<file path="src/rtl/dcr_pkg.sv">
// constants and carriers shared by the device capability register bank
package dcr_pkg;

	//----------------------------------------------------------------
	// register bus
	//----------------------------------------------------------------
	localparam int ADDR_W = 12;
	localparam int DATA_W = 32;

	typedef struct packed {
		logic [ADDR_W-1:0] addr;
		logic [DATA_W-1:0] wrData;
		logic              wrStb;
		logic              rdStb;
	} dcr_bus_s;

	typedef enum logic [1:0] {
		MODE_RUN,
		MODE_SLEEP,
		MODE_DEEP
	} dcr_mode_e;

	//----------------------------------------------------------------
	// capability register offsets
	//----------------------------------------------------------------
	localparam logic [ADDR_W-1:0] OFS_MEMORY_SIZE_CAPABILITY  = 12'h008;
	localparam logic [ADDR_W-1:0] OFS_CORE_DEBUG_CAPABILITY   = 12'h010;
	localparam logic [ADDR_W-1:0] OFS_PERIPHERAL_CAPABILITY   = 12'h014;

	//----------------------------------------------------------------
	// gating register offsets and indices
	//----------------------------------------------------------------
	localparam int GATE_N     = 6;
	localparam int G_RUN0     = 0;
	localparam int G_RUN1     = 1;
	localparam int G_SLEEP0   = 2;
	localparam int G_SLEEP1   = 3;
	localparam int G_DEEP0    = 4;
	localparam int G_DEEP1    = 5;
	localparam logic [ADDR_W-1:0] GATE_OFS [GATE_N] = '{
		12'h100, 12'h104, 12'h110, 12'h114, 12'h120, 12'h124
	};
	localparam logic [DATA_W-1:0] GATE_RST = 32'h0000_0000;

	//----------------------------------------------------------------
	// memory size capability fields
	//----------------------------------------------------------------
	localparam int SRAM_SIZE_LSB  = 16;
	localparam int FLASH_SIZE_LSB = 0;
	localparam logic [15:0] SRAM_SIZE_FIELD  = 16'h0007;
	localparam logic [15:0] FLASH_SIZE_FIELD = 16'h0003;

	//----------------------------------------------------------------
	// core and debug capability fields
	//----------------------------------------------------------------
	localparam int MIN_SYS_DIV_LSB  = 12;
	localparam int MEM_PROT_BIT     = 7;
	localparam int PLL_BIT          = 4;
	localparam int WATCHDOG_BIT     = 3;
	localparam int TRACE_OUT_BIT    = 2;
	localparam int SERIAL_DEBUG_BIT = 1;
	localparam int JTAG_BIT         = 0;
	localparam logic [3:0] MINIMUM_SYSTEM_DIVIDER = 4'h9;
	localparam logic       MEMORY_PROTECTION_PRESENT = 1'h0;

	//----------------------------------------------------------------
	// peripheral capability fields
	//----------------------------------------------------------------
	localparam int COMPARATOR_ONE_BIT  = 25;
	localparam int COMPARATOR_ZERO_BIT = 24;
	localparam int TIMER_ONE_BIT       = 17;
	localparam int TIMER_ZERO_BIT      = 16;
	localparam int SYNC_SERIAL_BIT     = 4;
	localparam int FIRST_UART_BIT      = 0;

	//----------------------------------------------------------------
	// fixed register images and write masks
	//----------------------------------------------------------------
	localparam logic [DATA_W-1:0] MEMORY_SIZE_CAPABILITY  = 32'h0007_0003;
	localparam logic [DATA_W-1:0] CORE_DEBUG_CAPABILITY   = 32'h0000_901F;
	localparam logic [DATA_W-1:0] PERIPHERAL_CAPABILITY   = 32'h0303_0011;
	localparam logic [DATA_W-1:0] GROUP0_MASK             = 32'h0000_000F;
	localparam logic [DATA_W-1:0] GROUP1_MASK             = PERIPHERAL_CAPABILITY;
	localparam logic [DATA_W-1:0] RESERVED_CORE_MASK      = 32'hFFFF_0F60;

	//----------------------------------------------------------------
	// converter sample rate field in group 0 gating registers
	//----------------------------------------------------------------
	localparam int         CONV_RATE_LSB = 8;
	localparam int         CONV_RATE_W   = 2;
	localparam logic [1:0] CONV_RATE_MAX = 2'h0;
	localparam logic [DATA_W-1:0] CONV_RATE_FIELD = 32'h0000_0300;

endpackage

</file>
<file path="src/rtl/dcr_capability_regs.sv">
// device capability registers and the masked clock gating registers
`timescale 1ns/1ps

// Operation
// - sram size field, bits 31:16 of memory capability, reads 0x07 (2 KB)
// - flash size field, bits 15:0 of memory capability, reads 0x03 (8 KB)
// - minimum system divider, bits 15:12 of core capability, reads 0x09
// - memory protection bit 7 of core capability reads 0
// - pll, watchdog, trace, serial debug and jtag bits 4:0 read 1
// - watchdog, trace, debug, jtag bits mask writes to group 0 gating
// - group 0 gating bits without a mask bit are stored as 0
// - written converter sample rate is clipped to the allowed maximum
// - peripheral capability masks writes to group 1 gating registers
// - comparator one and zero bits 25 and 24 read 1
// - timer one and zero bits 17 and 16 read 1
// - sync serial bit 4 and first uart bit 0 read 1
// - reserved bits may read anything; software never changes them
module dcr_capability_regs (
	input  wire logic                  mclk,
	input  wire logic                  sys_rst,
	input  wire dcr_pkg::dcr_bus_s     busIn,
	input  wire dcr_pkg::dcr_mode_e    powerMode,
	output logic [31:0]                rdData_r,
	output logic [31:0]                gateRun0_r,
	output logic [31:0]                gateRun1_r,
	output logic [31:0]                gateSleep0_r,
	output logic [31:0]                gateSleep1_r,
	output logic [31:0]                gateDeep0_r,
	output logic [31:0]                gateDeep1_r,
	output logic [31:0]                activeGate0_r,
	output logic [31:0]                activeGate1_r
);

	//----------------------------------------------------------------
	// address decode
	//----------------------------------------------------------------
	function automatic logic [dcr_pkg::GATE_N-1:0] gateSel(
		input logic [dcr_pkg::ADDR_W-1:0] addr
	);
		logic [dcr_pkg::GATE_N-1:0] sel;
		sel = '0;
		for (int i = 0; i < dcr_pkg::GATE_N; i++) begin
			sel[i] = (addr == dcr_pkg::GATE_OFS[i]);
		end
		return sel;
	endfunction

	function automatic logic isGroup0(input int idx);
		return (idx % 2) == 0;
	endfunction

	//----------------------------------------------------------------
	// gating registers
	//----------------------------------------------------------------
	logic [dcr_pkg::GATE_N-1:0] wrSel;
	logic [dcr_pkg::GATE_N-1:0] rdSel;
	logic [31:0]                gateVal [dcr_pkg::GATE_N];

	// capability offsets are absent here, so their writes are dropped
	assign wrSel = busIn.wrStb ? gateSel(busIn.addr) : '0;

	generate
		for (genvar g = 0; g < dcr_pkg::GATE_N; g++) begin : gen_gate
			dcr_gate_reg #(
				.WR_MASK  (isGroup0(g) ? dcr_pkg::GROUP0_MASK
				                       : dcr_pkg::GROUP1_MASK),
				.RST_VAL  (dcr_pkg::GATE_RST),
				.CLIP_EN  (isGroup0(g)),
				.RATE_MAX (dcr_pkg::CONV_RATE_MAX)
			) u_gate (
				.mclk    (mclk),
				.sys_rst (sys_rst),
				.wrEn    (wrSel[g]),
				.wrData  (busIn.wrData),
				.gateVal (gateVal[g])
			);
		end
	endgenerate

	//----------------------------------------------------------------
	// read path
	//----------------------------------------------------------------
	logic [31:0] rdData_nxt;
	logic [31:0] gateRead;

	assign rdSel = gateSel(busIn.addr);

	always_comb begin
		gateRead = '0;
		for (int i = 0; i < dcr_pkg::GATE_N; i++) begin
			gateRead = gateRead | (rdSel[i] ? gateVal[i] : '0);
		end
		rdData_nxt = '0;
		if (busIn.rdStb) begin
			case (busIn.addr)
				dcr_pkg::OFS_MEMORY_SIZE_CAPABILITY: begin
					rdData_nxt = dcr_pkg::MEMORY_SIZE_CAPABILITY;
				end
				dcr_pkg::OFS_CORE_DEBUG_CAPABILITY: begin
					rdData_nxt = dcr_pkg::CORE_DEBUG_CAPABILITY;
				end
				dcr_pkg::OFS_PERIPHERAL_CAPABILITY: begin
					rdData_nxt = dcr_pkg::PERIPHERAL_CAPABILITY;
				end
				default: begin
					rdData_nxt = gateRead;
				end
			endcase
		end
	end

	//----------------------------------------------------------------
	// gating that applies in the present power mode
	//----------------------------------------------------------------
	logic [31:0] activeGate0_nxt;
	logic [31:0] activeGate1_nxt;

	always_comb begin
		case (powerMode)
			dcr_pkg::MODE_RUN: begin
				activeGate0_nxt = gateVal[dcr_pkg::G_RUN0];
				activeGate1_nxt = gateVal[dcr_pkg::G_RUN1];
			end
			dcr_pkg::MODE_SLEEP: begin
				activeGate0_nxt = gateVal[dcr_pkg::G_SLEEP0];
				activeGate1_nxt = gateVal[dcr_pkg::G_SLEEP1];
			end
			dcr_pkg::MODE_DEEP: begin
				activeGate0_nxt = gateVal[dcr_pkg::G_DEEP0];
				activeGate1_nxt = gateVal[dcr_pkg::G_DEEP1];
			end
			default: begin
				activeGate0_nxt = gateVal[dcr_pkg::G_RUN0];
				activeGate1_nxt = gateVal[dcr_pkg::G_RUN1];
			end
		endcase
	end

	//----------------------------------------------------------------
	// output registers
	//----------------------------------------------------------------
	always_ff @(posedge mclk) begin
		if (sys_rst) begin
			rdData_r      <= '0;
			gateRun0_r    <= dcr_pkg::GATE_RST;
			gateRun1_r    <= dcr_pkg::GATE_RST;
			gateSleep0_r  <= dcr_pkg::GATE_RST;
			gateSleep1_r  <= dcr_pkg::GATE_RST;
			gateDeep0_r   <= dcr_pkg::GATE_RST;
			gateDeep1_r   <= dcr_pkg::GATE_RST;
			activeGate0_r <= dcr_pkg::GATE_RST;
			activeGate1_r <= dcr_pkg::GATE_RST;
		end else begin
			rdData_r      <= rdData_nxt;
			gateRun0_r    <= gateVal[dcr_pkg::G_RUN0];
			gateRun1_r    <= gateVal[dcr_pkg::G_RUN1];
			gateSleep0_r  <= gateVal[dcr_pkg::G_SLEEP0];
			gateSleep1_r  <= gateVal[dcr_pkg::G_SLEEP1];
			gateDeep0_r   <= gateVal[dcr_pkg::G_DEEP0];
			gateDeep1_r   <= gateVal[dcr_pkg::G_DEEP1];
			activeGate0_r <= activeGate0_nxt;
			activeGate1_r <= activeGate1_nxt;
		end
	end
endmodule

</file>
<file path="src/rtl/dcr_gate_reg.sv">
// one clock gating register with capability write mask and rate clipping
`timescale 1ns/1ps
module dcr_gate_reg #(
	parameter logic [31:0] WR_MASK  = 32'h0000_0000,
	parameter logic [31:0] RST_VAL  = 32'h0000_0000,
	parameter bit          CLIP_EN  = 1'b0,
	parameter logic [1:0]  RATE_MAX = 2'h0
) (
	input  wire logic        mclk,
	input  wire logic        sys_rst,
	input  wire logic        wrEn,
	input  wire logic [31:0] wrData,
	output logic      [31:0] gateVal
);

	logic [31:0] gateVal_r;
	logic [31:0] gateVal_nxt;
	logic [1:0]  rateReq;

	always_comb begin
		rateReq     = wrData[dcr_pkg::CONV_RATE_LSB +: dcr_pkg::CONV_RATE_W];
		gateVal_nxt = gateVal_r;
		if (wrEn) begin
			gateVal_nxt = wrData & WR_MASK;
			if (CLIP_EN) begin
				gateVal_nxt[dcr_pkg::CONV_RATE_LSB +: dcr_pkg::CONV_RATE_W] =
					(rateReq > RATE_MAX) ? RATE_MAX : rateReq;
			end
		end
	end

	always_ff @(posedge mclk) begin
		if (sys_rst) begin
			gateVal_r <= RST_VAL;
		end else begin
			gateVal_r <= gateVal_nxt;
		end
	end

	assign gateVal = gateVal_r;

endmodule

</file>
<file path="config.mk">
export PLATFORM = sky130hd
export DESIGN_NAME = dcr_capability_regs
export DESIGN_NICKNAME = d
export VERILOG_FILES = /design/src/rtl/dcr_pkg.sv /design/src/rtl/dcr_capability_regs.sv /design/src/rtl/dcr_gate_reg.sv
export SDC_FILE = /design/constraint.sdc
export NUM_CORES = 1
export LEC_CHECK = 0
export BUFFER_PORTS_ARGS = -buffer_cell sky130_fd_sc_hd__buf_2
export CAP_MARGIN = 30
export CORE_AREA = 2 2 130 132
export DETAILED_ROUTE_END_ITERATION = 8
export DIE_AREA = 0 0 132 134
export PLACE_DENSITY = 0.7
export SLEW_MARGIN = 30
export SYNTH_ARGS = -nofsm -noshare
export SYNTH_HDL_FRONTEND = slang
export SYNTH_SLANG_ARGS = --single-unit
</file>
<file path="constraint.sdc">
create_clock -name mclk -period 3.89 [get_ports mclk]
set_input_delay 0.389 -clock mclk [delete_from_list [all_inputs] [get_ports mclk]]
set_output_delay 0.389 -clock mclk [all_outputs]
set_load 0.005 [all_outputs]
</file>
After elaboration in Yosys (flattened, before gate mapping)
Cells that the tools add are included.

storage, ports and cells
  register bits = 168
  input bits = 50
  output and inout bits = 288

cells by class
  eq/ne operators = 11
  bitwise gates (word level) = 6
  reduce and logical (&&, ||, !) cells = 1
  order comparisons = 1
  muxes and demuxes = 11

operators with widths
  operator                                                                 count
  26-bit 2-to-1 mux                                                        3
  26-bit case mux with 3 select lines                                      1
  12-bit by 9-bit equality test with 1-bit output (second input constant)  6
  26-bit by 10-bit bitwise OR with 26-bit output                           2
  26-bit bitwise OR                                                        2
  26-bit case mux with 2 select lines                                      1
  10-bit 2-to-1 mux                                                        3
  10-bit by 26-bit bitwise OR with 26-bit output                           1
  12-bit by 5-bit equality test with 1-bit output (second input constant)  2
  10-bit case mux with 2 select lines                                      1
  12-bit by 4-bit equality test with 1-bit output (second input constant)  1
  6-bit 2-to-1 mux                                                         1
  2-bit by 1-bit equality test with 1-bit output (second input constant)   1
  2-bit equality test (second input constant)                              1
  2-bit by 1-bit > comparator with 1-bit output (second input constant)    1
  2-bit 2-to-1 mux                                                         1
  2-bit OR reduction                                                       1
  1-bit NOT                                                                1

Longest topological paths before layout
Gate-level depths: netlist of the first run.

  depth in word-level cells = 8
  mapped depth = 7

Cells and area by module
A second synthesis of the first run with hierarchy kept.

second synthesis, totals
  cells, all modules = 1,346
  area total of the unflattened synthesis = 13,092.6 µm²

modules (own cells, without submodules)
  module                                  times used  seq. area each (µm²)  area each (µm²)  cells each
  dcr_capability_regs                     1           5,765.5               10,652.7         1,076
  dcr_gate_reg at gen_gate[1].u_gate ...  3           120.1                 412.9            46
  dcr_gate_reg at gen_gate[0].u_gate ...  3           120.1                 400.4            44

Least setup slack after synthesis of the first run
No wires, ideal clock.

  kind = in2reg
  from = input busIn[35] (netlist name)
  to = register gen_gate[3].u_gate.gateVal_r[0]
  library setup time = 0.124 ns
  stages = 4
  setup slack = 2.223 ns
  data arrival time = 1.543 ns
  data required time = 3.766 ns
  cells stage by stage = or4b_4 > nor3_4 > nand2_2 > mux2i_1

on the way
  word-level cells in the longest chain between the ends = 2

RTL lines
  element                                          RTL line                   RTL
  start: declaration                               dcr_capability_regs.sv:21  input wire dcr_pkg::dcr_bus_s busIn,
  12-bit by 9-bit equality test with 1-bit output  dcr_capability_regs.sv:43  sel[i] = (addr == dcr_pkg::GATE_OFS[i]);
  6-bit 2-to-1 mux                                 dcr_capability_regs.sv:60  assign wrSel = busIn.wrStb ? gateSel(busIn.addr) : '0;
  end signal: assignment                           dcr_gate_reg.sv:36         gateVal_r <= gateVal_nxt;
  end: declaration                                 dcr_gate_reg.sv:16         logic [31:0] gateVal_r;

Every way passes these cells.
A chain may end at the register's enable or synchronous reset.

Worst setup path in the final report of the first run
  from = input busIn[38] (netlist name)
  to = register gen_gate[2].u_gate.gateVal_r[9]

on the way
  word-level cells in the longest chain between the ends = 2

RTL lines
  element                                          RTL line
  12-bit by 9-bit equality test with 1-bit output  dcr_capability_regs.sv:43
  6-bit 2-to-1 mux                                 dcr_capability_regs.sv:60
  end signal: assignment                           dcr_gate_reg.sv:36
  end: declaration                                 dcr_gate_reg.sv:16

Every way passes these cells.

==> report_table.html, run 1 <==
<table>
<tr><th>Metric</th><th>Value</th></tr>
<tr><th colspan="2">Outcome</th></tr>
<tr><td>Result of the run</td><td>completed</td></tr>
<tr><th colspan="2">STA</th></tr>
<tr><td>Unrepaired setup endpoints after global routing</td><td>false</td></tr>
<tr><td>Number of pins exceeding their max-slew limit in the final report</td><td>0</td></tr>
<tr><td>Slew at the pin closest to its max-slew limit</td><td>0.858 ns</td></tr>
<tr><td>Setup total negative slack</td><td>0 ns</td></tr>
<tr><td>Relative max-transition margin</td><td>42.8%</td></tr>
<tr><td>Min Clock Period, post-route</td><td>1.86 ns</td></tr>
<tr><td>Worst clock skew on the final layout</td><td>0.00881 ns</td></tr>
<tr><td>Hold Fails Final Rpt</td><td>0</td></tr>
<tr><td>Final clock period utilization by the worst path</td><td>47.9%</td></tr>
<tr><td>Top achievable clock speed</td><td>536 MHz</td></tr>
<tr><td>Endpoints failing setup</td><td>0</td></tr>
<tr><th colspan="2">Power and ir drop</th></tr>
<tr><td>Worst VDD drop</td><td>0.000180 V</td></tr>
<tr><td>Power, Total</td><td>2.04 mW</td></tr>
<tr><td>Fraction of power consumed by sequential logic</td><td>48.6%</td></tr>
<tr><td>Cell-internal power</td><td>1.53 mW</td></tr>
<tr><td>Power density relative to cell area</td><td>377 nW/um^2</td></tr>
<tr><td>Leak pwr</td><td>3.08 nW</td></tr>
<tr><td>Switch Pwr</td><td>0.512 mW</td></tr>
<tr><td>Proportion of power drawn by the clock network</td><td>44.8%</td></tr>
<tr><td>Switching power as a share of total power</td><td>25.1%</td></tr>
<tr><td>Comb power frac</td><td>6.5%</td></tr>
<tr><th colspan="2">Worst setup path</th></tr>
<tr><td>Path depth of the worst reg2reg path</td><td>4</td></tr>
<tr><td>Internal reg-to-reg setup slack</td><td>2.79 ns</td></tr>
<tr><td>CP endpoint kind</td><td>register</td></tr>
<tr><td>Launching point of the worst reg2reg path</td><td>gen_gate[1].u_gate.gateVal[0]</td></tr>
<tr><td>Reg2Reg Capture Point</td><td>rdData_r[0]</td></tr>
<tr><td>Delay of the slowest cell on the worst path</td><td>0.61 ns</td></tr>
<tr><td>Slowest stage cell on the critical path</td><td>sky130_fd_sc_hd__nor4b_1</td></tr>
<tr><td>Maximum fanout count along the critical path</td><td>17</td></tr>
<tr><td>WP data arrival</td><td>2.11 ns</td></tr>
<tr><td>Crit path launch type</td><td>input port</td></tr>
<tr><td>Cell-by-cell trace of the critical path</td><td>buf_2, nor4b_1, nand2_1, and2_1</td></tr>
<tr><td>Critical path required time</td><td>4.13 ns</td></tr>
<tr><td>Worst Setup Path Type</td><td>in -&gt; reg</td></tr>
<tr><th colspan="2">Finish</th></tr>
<tr><td>Fraction of final layout cells with drive strength greater than 1</td><td>16.7%</td></tr>
<tr><td>Number of fill cells in the layout</td><td>1753</td></tr>
<tr><td>Post-Route Utilization</td><td>33.3%</td></tr>
<tr><td>Total area of multi-input combinational cells</td><td>2320 sq um</td></tr>
<tr><td>Antenna cells</td><td>0</td></tr>
<tr><td>P&amp;R area growth vs syn</td><td>1.95%</td></tr>
<tr><td>FF/Latch Area</td><td>1940 sq um</td></tr>
<tr><td>Layout Nets</td><td>724</td></tr>
<tr><td>Finished Cell Area</td><td>5420 sq um</td></tr>
<tr><td>Final cell count without fillers</td><td>897</td></tr>
<tr><th colspan="2">Min path</th></tr>
<tr><td>Endpoint with the worst hold slack</td><td>rdData_r[18]</td></tr>
<tr><td>Hold Crit Start</td><td>busIn[36]</td></tr>
<tr><td>Cell depth of the worst hold path</td><td>2</td></tr>
<tr><td>Hold Crit Class</td><td>in -&gt; reg</td></tr>
<tr><th colspan="2">CTS</th></tr>
<tr><td>Total of hold buffers inserted after clock tree synthesis</td><td>0</td></tr>
<tr><td>Clock Tree Buf Depth</td><td>2</td></tr>
<tr><td>Number of H-tree levels</td><td>3</td></tr>
<tr><td>TritonCTS clock tree</td><td>done</td></tr>
<tr><td>Clk_lat worst skew</td><td>0.36 ns</td></tr>
<tr><td>Cell at the root of the clock tree</td><td>sky130_fd_sc_hd__clkbuf_16</td></tr>
<tr><td>Clock Pin Slew Worst Setup and Hold Paths</td><td>0.07 ns</td></tr>
<tr><td>Total clock buffers created by CTS</td><td>9</td></tr>
<tr><td>Post-CTS sizing</td><td>0</td></tr>
<tr><td>Sink count of the clock tree</td><td>97</td></tr>
<tr><td>Post-CTS setup buffer count</td><td>0</td></tr>
<tr><th colspan="2">Synthesis</th></tr>
<tr><td>Cell count after synthesis</td><td>590</td></tr>
<tr><td>Netlist area before placement</td><td>5320 sq um</td></tr>
<tr><td>Post-synth cell types</td><td>33</td></tr>
<tr><td>Average footprint of a synthesized cell</td><td>9.01 sq um</td></tr>
<tr><td>Proportion of synthesized chip area in sequential cells</td><td>36.5%</td></tr>
<tr><td>Share of async-settable or async-resettable flops after synthesis</td><td>0%</td></tr>
<tr><td>Number of flip-flops and latches in the synthesized netlist</td><td>97</td></tr>
<tr><td>Most common flop cell mapped by yosys</td><td>sky130_fd_sc_hd__dfxtp_1</td></tr>
<tr><td>Number of warnings reported in the yosys synthesis log</td><td>0</td></tr>
<tr><td>Post-synth EDFFs</td><td>0</td></tr>
<tr><th colspan="2">Detailed routing</th></tr>
<tr><td>Highest routed metal layer</td><td>met4</td></tr>
<tr><td>Post-Route M1 WL</td><td>4110 microns</td></tr>
<tr><td>Via total after detailed routing</td><td>3320</td></tr>
<tr><td>Number of optimization iterations in the first detailed-route pass</td><td>4</td></tr>
<tr><td>Detailed-route DRC error count</td><td>0</td></tr>
<tr><td>Detailed Route WL</td><td>10600 microns</td></tr>
<tr><td>Vias/cell</td><td>3.70</td></tr>
<tr><td>Violation count after the first detailed-route iteration</td><td>184</td></tr>
<tr><td>Total met3 wirelength after detailed routing</td><td>1110 microns</td></tr>
<tr><td>Amount of wire on met2 after detailed routing</td><td>5140 microns</td></tr>
<tr><td>Wire length per cell</td><td>11.8 microns</td></tr>
<tr><td>Count of nets left with antenna violations after detail routing</td><td>0</td></tr>
<tr><th colspan="2">Floorplan</th></tr>
<tr><td>Overall die area</td><td>17700 sq um</td></tr>
<tr><td>Horizontal die dimension</td><td>132 microns</td></tr>
<tr><td>Placement row count</td><td>47</td></tr>
<tr><td>Die Y</td><td>134 microns</td></tr>
<tr><td>Starting density of the core</td><td>32.6%</td></tr>
<tr><td>Placeable core area</td><td>16300 sq um</td></tr>
<tr><td>Top-Level Pins</td><td>338</td></tr>
<tr><th colspan="2">Global routing</th></tr>
<tr><td>Leftover overflow at the end of global routing</td><td>0</td></tr>
<tr><td>Vias in the first global route</td><td>2705</td></tr>
<tr><td>Initial antenna violation count</td><td>0</td></tr>
<tr><td>Wire length of the first global-routing pass</td><td>15000 microns</td></tr>
<tr><td>All-layer global routing usage</td><td>11.1%</td></tr>
<tr><td>Maximum number of pins on one net before global-route repair</td><td>59</td></tr>
<tr><th colspan="2">Place</th></tr>
<tr><td>Post-DP HPWL</td><td>7930 microns</td></tr>
<tr><td>Total cell area at the placement stage</td><td>5120 sq um</td></tr>
<tr><td>Dpl cells</td><td>881</td></tr>
<tr><td>Gpl congestion</td><td>0.871</td></tr>
<tr><td>Number of input and output port buffers inserted</td><td>88</td></tr>
<tr><th colspan="2">Flow run</th></tr>
<tr><td>Number of violations of the max-capacitance limit</td><td>0</td></tr>
</table>
-- sequential cells by signal (all words and copies together) (netlist names) --
name and count:
gateSleep1_r 6, rdData_r 13, gateDeep1_r 6, activeGate1_r 6
gateDeep0_r 6, gateRun0_r 6, gen_gate.u_gate.gateVal 36, activeGate0_r 6
gateRun1_r 6, gateSleep0_r 6
-- power groups by stage --
stage / Combinational [mW] / Sequential [mW] / Clock [mW]
2_1_floorplan: 0.259 / 1.02 / 0
3_3_place_gp: 0.126 / 1.02 / 0
3_5_place_dp: 0.127 / 1.02 / 0
4_1_cts: 0.128 / 0.992 / 0.938
5_1_grt: 0.150 / 0.992 / 0.968
6_report: 0.133 / 0.992 / 0.915
-- per-stage QoR --
step / setup slack [ns] / hold WS [ns]
6_report: 2.03 / 0.323
4_1_cts: 2.01 / 0.298
5_1_grt: 1.87 / 0.311
2_1_floorplan: 2.22 / 0.457
3_5_place_dp: 1.63 / 0.484
3_3_place_gp: 1.68 / 0.482
-- layer usage --
metal	GRT usage, %	up-vias
met3	3.55	15
met5	0	-
met2	18.0	186
met4	5.86	0
met1	13.2	1524
li1	-	1595
-- how the worst max path moves through the flow --
stage / start / to / slack, ns
finish: busIn[38] / gen_gate[2].u_gate.gateVal[9] / 2.03
global route: busIn[38] / gen_gate[2].u_gate.gateVal[8] / 1.87
CTS: busIn[38] / gen_gate[2].u_gate.gateVal[9] / 2.01
detailed placement: busIn[38] / gen_gate[2].u_gate.gateVal[9] / 1.63
global placement: busIn[38] / gen_gate[2].u_gate.gateVal[9] / 1.68
floorplan: busIn[35] / gen_gate[3].u_gate.gateVal[0] / 2.22
-- cell families after synthesis --
kind of cell | synth area share, %
AO/OA/AOI/OAI | 5.77
adder cells (fa/ha/maj) | 0.471
flip-flops | 36.5
AND/OR/NAND/NOR | 13.3
buffers and inverters | 35.7
other | 0.0705
multiplexers | 8.10
-- cell type report --
class / instances / area share (%)
flip-flops and latches: 97 / 35.8
multi-input cells: 440 / 42.8
clock inverters: 6 / 1.39
repair buffers: 89 / 8.26
inverters: 35 / 2.42
well taps: 220 / 5.08
clock buffers: 10 / 4.22
-- cell usage in the layout, fill, tap and decap left out, drive strengths merged --
master / synthesis / routed
o22ai: 1 / 1
and3: 1 / 1
nand3: 2 / 2
nor2: 36 / 36
and2: 7 / 7
a21oi: 22 / 22
nand2b: 42 / 42
clkinvlp: 0 / 1
ha: 2 / 2
nor4b: 3 / 3
conb: 1 / 226
a32oi: 1 / 1
a22oi: 14 / 14
nor2b: 7 / 7
inv: 35 / 38
bufinv: 0 / 1
mux2i: 43 / 43
nor4: 5 / 5
clkbuf: 13 / 10
or4b: 2 / 2
or2: 1 / 1
clkinv: 0 / 1
or3: 1 / 1
dfxtp: 97 / 97
o2bb2ai: 7 / 7
o21ai: 3 / 3
nor3: 3 / 3
nand2: 10 / 10
nor3b: 1 / 1
buf: 230 / 89
-- critical path: cells and delay by family --
family	cells	cell delay [ns]
simple gates	3	1.31
buf+inv	1	0.40
-- synthesized netlist by cell type (3+ instances only) --
master	number	area share, %
sky130_fd_sc_hd__nand2_1	8	0.56
sky130_fd_sc_hd__o21ai_0	3	0.28
sky130_fd_sc_hd__dfxtp_1	97	37
sky130_fd_sc_hd__nor2_1	36	2.5
sky130_fd_sc_hd__nor2b_1	7	0.82
sky130_fd_sc_hd__a21oi_1	22	2.1
sky130_fd_sc_hd__clkbuf_1	13	0.92
sky130_fd_sc_hd__and2_1	7	0.82
sky130_fd_sc_hd__inv_1	35	2.5
sky130_fd_sc_hd__a22oi_1	14	2.0
sky130_fd_sc_hd__buf_4	227	32
sky130_fd_sc_hd__buf_2	3	0.28
sky130_fd_sc_hd__nor4_1	4	0.47
sky130_fd_sc_hd__o2bb2ai_1	7	1.2
sky130_fd_sc_hd__mux2i_1	43	8.1
sky130_fd_sc_hd__nand2b_1	42	4.9
(Power assumes the default switching activity.)
==> run 2, diff against run 1 <==
- ABC_AREA: not set -> 1
- CORE_AREA: 2 2 130 132 -> 2 2 132 134
- DIE_AREA: 0 0 132 134 -> 0 0 134 136
- PLACE_DENSITY: 0.7 -> 0.69
- clock period: 3.89 -> 1.93 ns (I/O delays scaled with it)
==> run 2 against run 1 <==
  * First-iteration DRC count up 21%
  * Combinational power up 140%
  * Worst setup slack worse by 1.3 ns
  * Worst hold slack worse by 0.20 ns
  * Non-clock buffer count up 8
  * Count of clock-buffer cells in the layout up 1
  * Total power up 100%
  * Critical endpoint is now gen_gate[2].u_gate.gateVal[2]
  * Highest routed layer unchanged
==> report_table.html, run 2 <==
<table>
<tr><th>Metric</th><th>Value</th></tr>
<tr><th colspan="2">Power and ir drop</th></tr>
<tr><td>Leak pwr</td><td>2.85 nW (was 3.08 nW)</td></tr>
<tr><td>Power density relative to cell area</td><td>755 nW/um^2 (was 377 nW/um^2)</td></tr>
<tr><td>Worst VDD drop</td><td>0.000399 V (was 0.000180 V)</td></tr>
<tr><th colspan="2">Synthesis</th></tr>
<tr><td>Most common flop cell mapped by yosys</td><td>sky130_fd_sc_hd__dfxtp_1 (unchanged)</td></tr>
<tr><td>Cell count after synthesis</td><td>680 (was 590)</td></tr>
<tr><td>Cell type contributing the most total cell area after synthesis</td><td>sky130_fd_sc_hd__dfxtp_1 (unchanged)</td></tr>
<tr><td>Fraction of the mapped netlist area in adder cells</td><td>0.471% (about the same)</td></tr>
<tr><td>Largest family of logic cells by synthesized area</td><td>buffers and inverters (unchanged)</td></tr>
<tr><td>Post-synth top cells</td><td>sky130_fd_sc_hd__buf_4 (227), sky130_fd_sc_hd__dfxtp_1 (97), sky130_fd_sc_hd__nand2_1 (73), sky130_fd_sc_hd__nor2_1 (71), sky130_fd_sc_hd__inv_1 (61) (was sky130_fd_sc_hd__buf_4 (227), sky130_fd_sc_hd__dfxtp_1 (97), sky130_fd_sc_hd__mux2i_1 (43), sky130_fd_sc_hd__nand2b_1 (42), sky130_fd_sc_hd__nor2_1 (36))</td></tr>
<tr><td>Average footprint of a synthesized cell</td><td>7.81 sq um (was 9.01 sq um)</td></tr>
<tr><td>Multiplexer share of the synthesized area</td><td>0% (was 8.10%)</td></tr>
<tr><td>Number of warnings reported in the yosys synthesis log</td><td>0 (unchanged)</td></tr>
<tr><td>Largest cells by area after synthesis</td><td>sky130_fd_sc_hd__dfxtp_1 (37%), sky130_fd_sc_hd__buf_4 (32%), sky130_fd_sc_hd__nand2_1 (5.2%) (was sky130_fd_sc_hd__dfxtp_1 (37%), sky130_fd_sc_hd__buf_4 (32%), sky130_fd_sc_hd__mux2i_1 (8.1%))</td></tr>
<tr><td>Number of flip-flops and latches in the synthesized netlist</td><td>97 (unchanged)</td></tr>
<tr><td>Post-synth EDFFs</td><td>0 (unchanged)</td></tr>
<tr><td>Area share of the largest cell type after synthesis</td><td>36.6% (was 36.5%)</td></tr>
<tr><td>Synthesized-area fraction occupied by and/or/nand/nor cells</td><td>17.0% (was 13.3%)</td></tr>
<tr><td>Netlist area before placement</td><td>5310 sq um (was 5320 sq um)</td></tr>
<tr><td>Compound-gate portion of the synthesized area</td><td>7.73% (was 5.77%)</td></tr>
<tr><td>Share of async-settable or async-resettable flops after synthesis</td><td>0% (unchanged)</td></tr>
<tr><td>Proportion of synthesized chip area in sequential cells</td><td>36.6% (was 36.5%)</td></tr>
<tr><td>Synthesized-area fraction occupied by xor and xnor cells</td><td>0% (unchanged)</td></tr>
<tr><td>Post-synth cell types</td><td>25 (was 33)</td></tr>
<tr><td>Most instantiated library cell after synthesis</td><td>sky130_fd_sc_hd__buf_4 (unchanged)</td></tr>
<tr><th colspan="2">CTS</th></tr>
<tr><td>Clock Pin Slew Worst Setup and Hold Paths</td><td>0.07 ns (about the same)</td></tr>
<tr><td>Clock Tree Buf Depth</td><td>2 (unchanged)</td></tr>
<tr><td>Sink count of the clock tree</td><td>97 (unchanged)</td></tr>
<tr><td>TritonCTS clock tree</td><td>done (unchanged)</td></tr>
<tr><td>Post-CTS setup buffer count</td><td>0 (unchanged)</td></tr>
<tr><td>Number of H-tree levels</td><td>3 (unchanged)</td></tr>
<tr><td>Cell at the root of the clock tree</td><td>sky130_fd_sc_hd__clkbuf_16 (unchanged)</td></tr>
<tr><td>Post-CTS sizing</td><td>0 (unchanged)</td></tr>
<tr><td>Total of hold buffers inserted after clock tree synthesis</td><td>0 (unchanged)</td></tr>
<tr><td>Total clock buffers created by CTS</td><td>9 (unchanged)</td></tr>
<tr><td>Clk_lat worst skew</td><td>0.34 ns (was 0.36 ns)</td></tr>
<tr><th colspan="2">STA</th></tr>
<tr><td>Final setup margin</td><td>0.681 ns (was 2.03 ns)</td></tr>
<tr><td>Final clock period utilization by the worst path</td><td>64.7%</td></tr>
<tr><td>Setup total negative slack</td><td>0 ns (unchanged)</td></tr>
<tr><td>Top achievable clock speed</td><td>801 MHz</td></tr>
<tr><td>Slew at the pin closest to its max-slew limit</td><td>0.566 ns (was 0.858 ns)</td></tr>
<tr><td>Unrepaired setup endpoints after global routing</td><td>false (unchanged)</td></tr>
<tr><td>Endpoints failing setup</td><td>0 (unchanged)</td></tr>
<tr><td>Minimum hold slack</td><td>0.122 ns (was 0.323 ns)</td></tr>
<tr><td>Hold Fails Final Rpt</td><td>0 (unchanged)</td></tr>
<tr><td>Number of pins exceeding their max-slew limit in the final report</td><td>0 (unchanged)</td></tr>
<tr><td>Relative max-transition margin</td><td>62.3% (was 42.8%)</td></tr>
<tr><td>Worst clock skew on the final layout</td><td>0.00539 ns (was 0.00881 ns)</td></tr>
<tr><td>Min Clock Period, post-route</td><td>1.25 ns</td></tr>
<tr><th colspan="2">Global routing</th></tr>
<tr><td>Vias in the first global route</td><td>3047 (was 2705)</td></tr>
<tr><td>All-layer global routing usage</td><td>10.6% (was 11.1%)</td></tr>
<tr><td>Initial antenna violation count</td><td>1 (was 0)</td></tr>
<tr><td>Wire length of the first global-routing pass</td><td>15100 microns (was 15000 microns)</td></tr>
<tr><td>Leftover overflow at the end of global routing</td><td>0 (unchanged)</td></tr>
<tr><td>Maximum number of pins on one net before global-route repair</td><td>53 (was 59)</td></tr>
<tr><th colspan="2">Detailed routing</th></tr>
<tr><td>Detailed-route DRC error count</td><td>0 (unchanged)</td></tr>
<tr><td>Number of optimization iterations in the first detailed-route pass</td><td>4 (unchanged)</td></tr>
<tr><td>Vias/cell</td><td>3.72 (was 3.70)</td></tr>
<tr><td>Wire length per cell</td><td>10.4 microns (was 11.8 microns)</td></tr>
<tr><td>Count of nets left with antenna violations after detail routing</td><td>0 (unchanged)</td></tr>
<tr><td>Via total after detailed routing</td><td>3716 (was 3320)</td></tr>
<tr><td>Detailed Route WL</td><td>10400 microns (was 10600 microns)</td></tr>
<tr><td>Violation count after the first detailed-route iteration</td><td>223 (was 184)</td></tr>
<tr><th colspan="2">Finish</th></tr>
<tr><td>P&amp;R area growth vs syn</td><td>2.69% (was 1.95%)</td></tr>
<tr><td>Finished Cell Area</td><td>5450 sq um (was 5420 sq um)</td></tr>
<tr><td>Layout Nets</td><td>820 (was 724)</td></tr>
<tr><td>Number of flip-flops under the largest register name</td><td>36 (unchanged)</td></tr>
<tr><td>Commonest non-fill, non-tap cell in the layout</td><td>sky130_fd_sc_hd__conb_1 (unchanged)</td></tr>
<tr><td>Most frequent cells in the layout</td><td>sky130_fd_sc_hd__conb_1 (226), sky130_fd_sc_hd__dfxtp_1 (97), sky130_fd_sc_hd__buf_2 (88) (unchanged)</td></tr>
<tr><td>Fraction of final layout cells with drive strength greater than 1</td><td>17.1% (was 16.7%)</td></tr>
<tr><td>Number of fill cells in the layout</td><td>1844 (was 1753)</td></tr>
<tr><th colspan="2">Place</th></tr>
<tr><td>Worst setup slack after placement</td><td>0.374 ns (was 1.63 ns)</td></tr>
<tr><td>Gpl congestion</td><td>0.812 (was 0.871)</td></tr>
<tr><td>Number of input and output port buffers inserted</td><td>88 (unchanged)</td></tr>
<tr><td>Post-DP HPWL</td><td>7860 microns (was 7930 microns)</td></tr>
<tr><td>Total cell area at the placement stage</td><td>5150 sq um (was 5120 sq um)</td></tr>
<tr><th colspan="2">Worst setup path</th></tr>
<tr><td>WP data arrival</td><td>1.48 ns (was 2.11 ns)</td></tr>
<tr><td>Worst Setup Path Type</td><td>in -&gt; reg (unchanged)</td></tr>
<tr><td>Delay of the slowest cell on the worst path</td><td>0.23 ns (was 0.61 ns)</td></tr>
<tr><td>Number of gates on the worst path with buffers counted</td><td>9 (was 4)</td></tr>
<tr><td>Path depth of the worst reg2reg path</td><td>2 (was 4)</td></tr>
<tr><td>Crit path launch type</td><td>input port (unchanged)</td></tr>
<tr><td>Cell-by-cell trace of the critical path</td><td>buf_2, inv_1, nand2_1, nor2_2, nand2_1, nor2_4, nand2_2, o21ai_0, a21oi_1 (was buf_2, nor4b_1, nand2_1, and2_1)</td></tr>
<tr><td>CP endpoint kind</td><td>register (unchanged)</td></tr>
<tr><td>Slowest stage cell on the critical path</td><td>sky130_fd_sc_hd__nor2_2 (was sky130_fd_sc_hd__nor4b_1)</td></tr>
<tr><td>Most repeated library cell on the critical path</td><td>sky130_fd_sc_hd__nand2_1</td></tr>
<tr><td>Delay-heaviest family, CP</td><td>simple AND/OR/NAND/NOR gates (unchanged)</td></tr>
<tr><td>Buffers &amp; Inverters on Critical Path</td><td>2 (was 1)</td></tr>
<tr><td>Maximum fanout count along the critical path</td><td>10 (was 17)</td></tr>
<tr><td>Critical path required time</td><td>2.16 ns (was 4.13 ns)</td></tr>
<tr><th colspan="2">Min path</th></tr>
<tr><td>Cell depth of the worst hold path</td><td>3 (was 2)</td></tr>
<tr><td>Hold Crit Class</td><td>in -&gt; reg (unchanged)</td></tr>
<tr><th colspan="2">Floorplan</th></tr>
<tr><td>Die Y</td><td>136 microns (was 134 microns)</td></tr>
<tr><td>Horizontal die dimension</td><td>134 microns (was 132 microns)</td></tr>
<tr><td>Overall die area</td><td>18200 sq um (was 17700 sq um)</td></tr>
<tr><td>Top-Level Pins</td><td>338 (unchanged)</td></tr>
<tr><td>Placement row count</td><td>48 (was 47)</td></tr>
<tr><td>Placeable core area</td><td>16900 sq um (was 16300 sq um)</td></tr>
<tr><td>Starting density of the core</td><td>31.5% (was 32.6%)</td></tr>
<tr><th colspan="2">Outcome</th></tr>
<tr><td>Result of the run</td><td>completed (unchanged)</td></tr>
<tr><th colspan="2">Flow run</th></tr>
<tr><td>Number of violations of the max-capacitance limit</td><td>0 (unchanged)</td></tr>
</table>
run 2: cell types whose count changed in the layout (fill, tap and decap cells not counted), sizes merged, moves of 14 or more:
cell and delta:
nor2 +44, a21oi +17, a22oi -14, nand3 +33
nand2b -42, inv +24, o21ai +19, mux2i -43
nand2 +69
run 2: path summary, 6_finish.rpt:
path	startpoint	endpoint	slack, ns
max	busIn[39]	gen_gate[2].u_gate.gateVal[2]	0.68
min	busIn[4]	gen_gate[0].u_gate.gateVal[2]	0.12
max reg2reg	gen_gate[5].u_gate.gateVal[17]	activeGate1_r[17]	1.06
min reg2reg	gen_gate[4].u_gate.gateVal[3]	gateDeep0_r[3]	0.46
run 2: layout make-up:
type / count / area, sq um / area share, %
antenna: 1 / 2.50 / 0.0459
clock buffer: 11 / 243 / 4.45
clock inverter: 5 / 55.1 / 1.01
inverter: 62 / 233 / 4.27
multi-input combinational: 501 / 2190 / 40.1
sequential: 97 / 1940 / 35.6
tap: 225 / 282 / 5.16
timing repair buffer: 97 / 508 / 9.32
run 2: logic make-up after synthesis:
group                      after synthesis
AOI/OAI and AO/OA                       73
DFF                                     97
buffers and inverters                  307
other                                    1
and+or+nand+nor                        200
adders and majority gates                2
run 2: per-layer routing:
| layer | track usage, % | vias to the layer above | wire, microns |
|---|---|---|---|
| met5 | 0 | - | 0 |
| met4 | 4.85 | 0 | 138 |
| met3 | 2.72 | 9 | 1170 |
| met2 | 17.7 | 194 | 4970 |
| met1 | 12.8 | 1673 | 4140 |
| li1 | - | 1840 | - |
run 2: stage by stage:
| step | util [%] | cells | total power [mW] |
|---|---|---|---|
| final | 32.3 | 999 | 4.12 |
| after global routing | 32.3 | 998 | 4.29 |
| after detailed placement | 30.5 | 982 | 2.37 |
| after CTS | 32.3 | 998 | 4.15 |
| after floorplan | - | 905 | 2.61 |
| after global placement | 30.5 | 982 | 2.37 |
run 2: power by group:
part	switching (mW)	total [mW]	internal [mW]
registers	0.00437	2.02	2.02
logic	0.243	0.313	0.0699
clock network	0.748	1.78	1.04
total	0.995	4.12	3.12
run 2: worst register-to-register path: stages, from the launching register on:
cell and delay (ns):
sky130_fd_sc_hd__dfxtp_1 0.39, sky130_fd_sc_hd__nand2_1 0.07, sky130_fd_sc_hd__a221oi_1 0.30
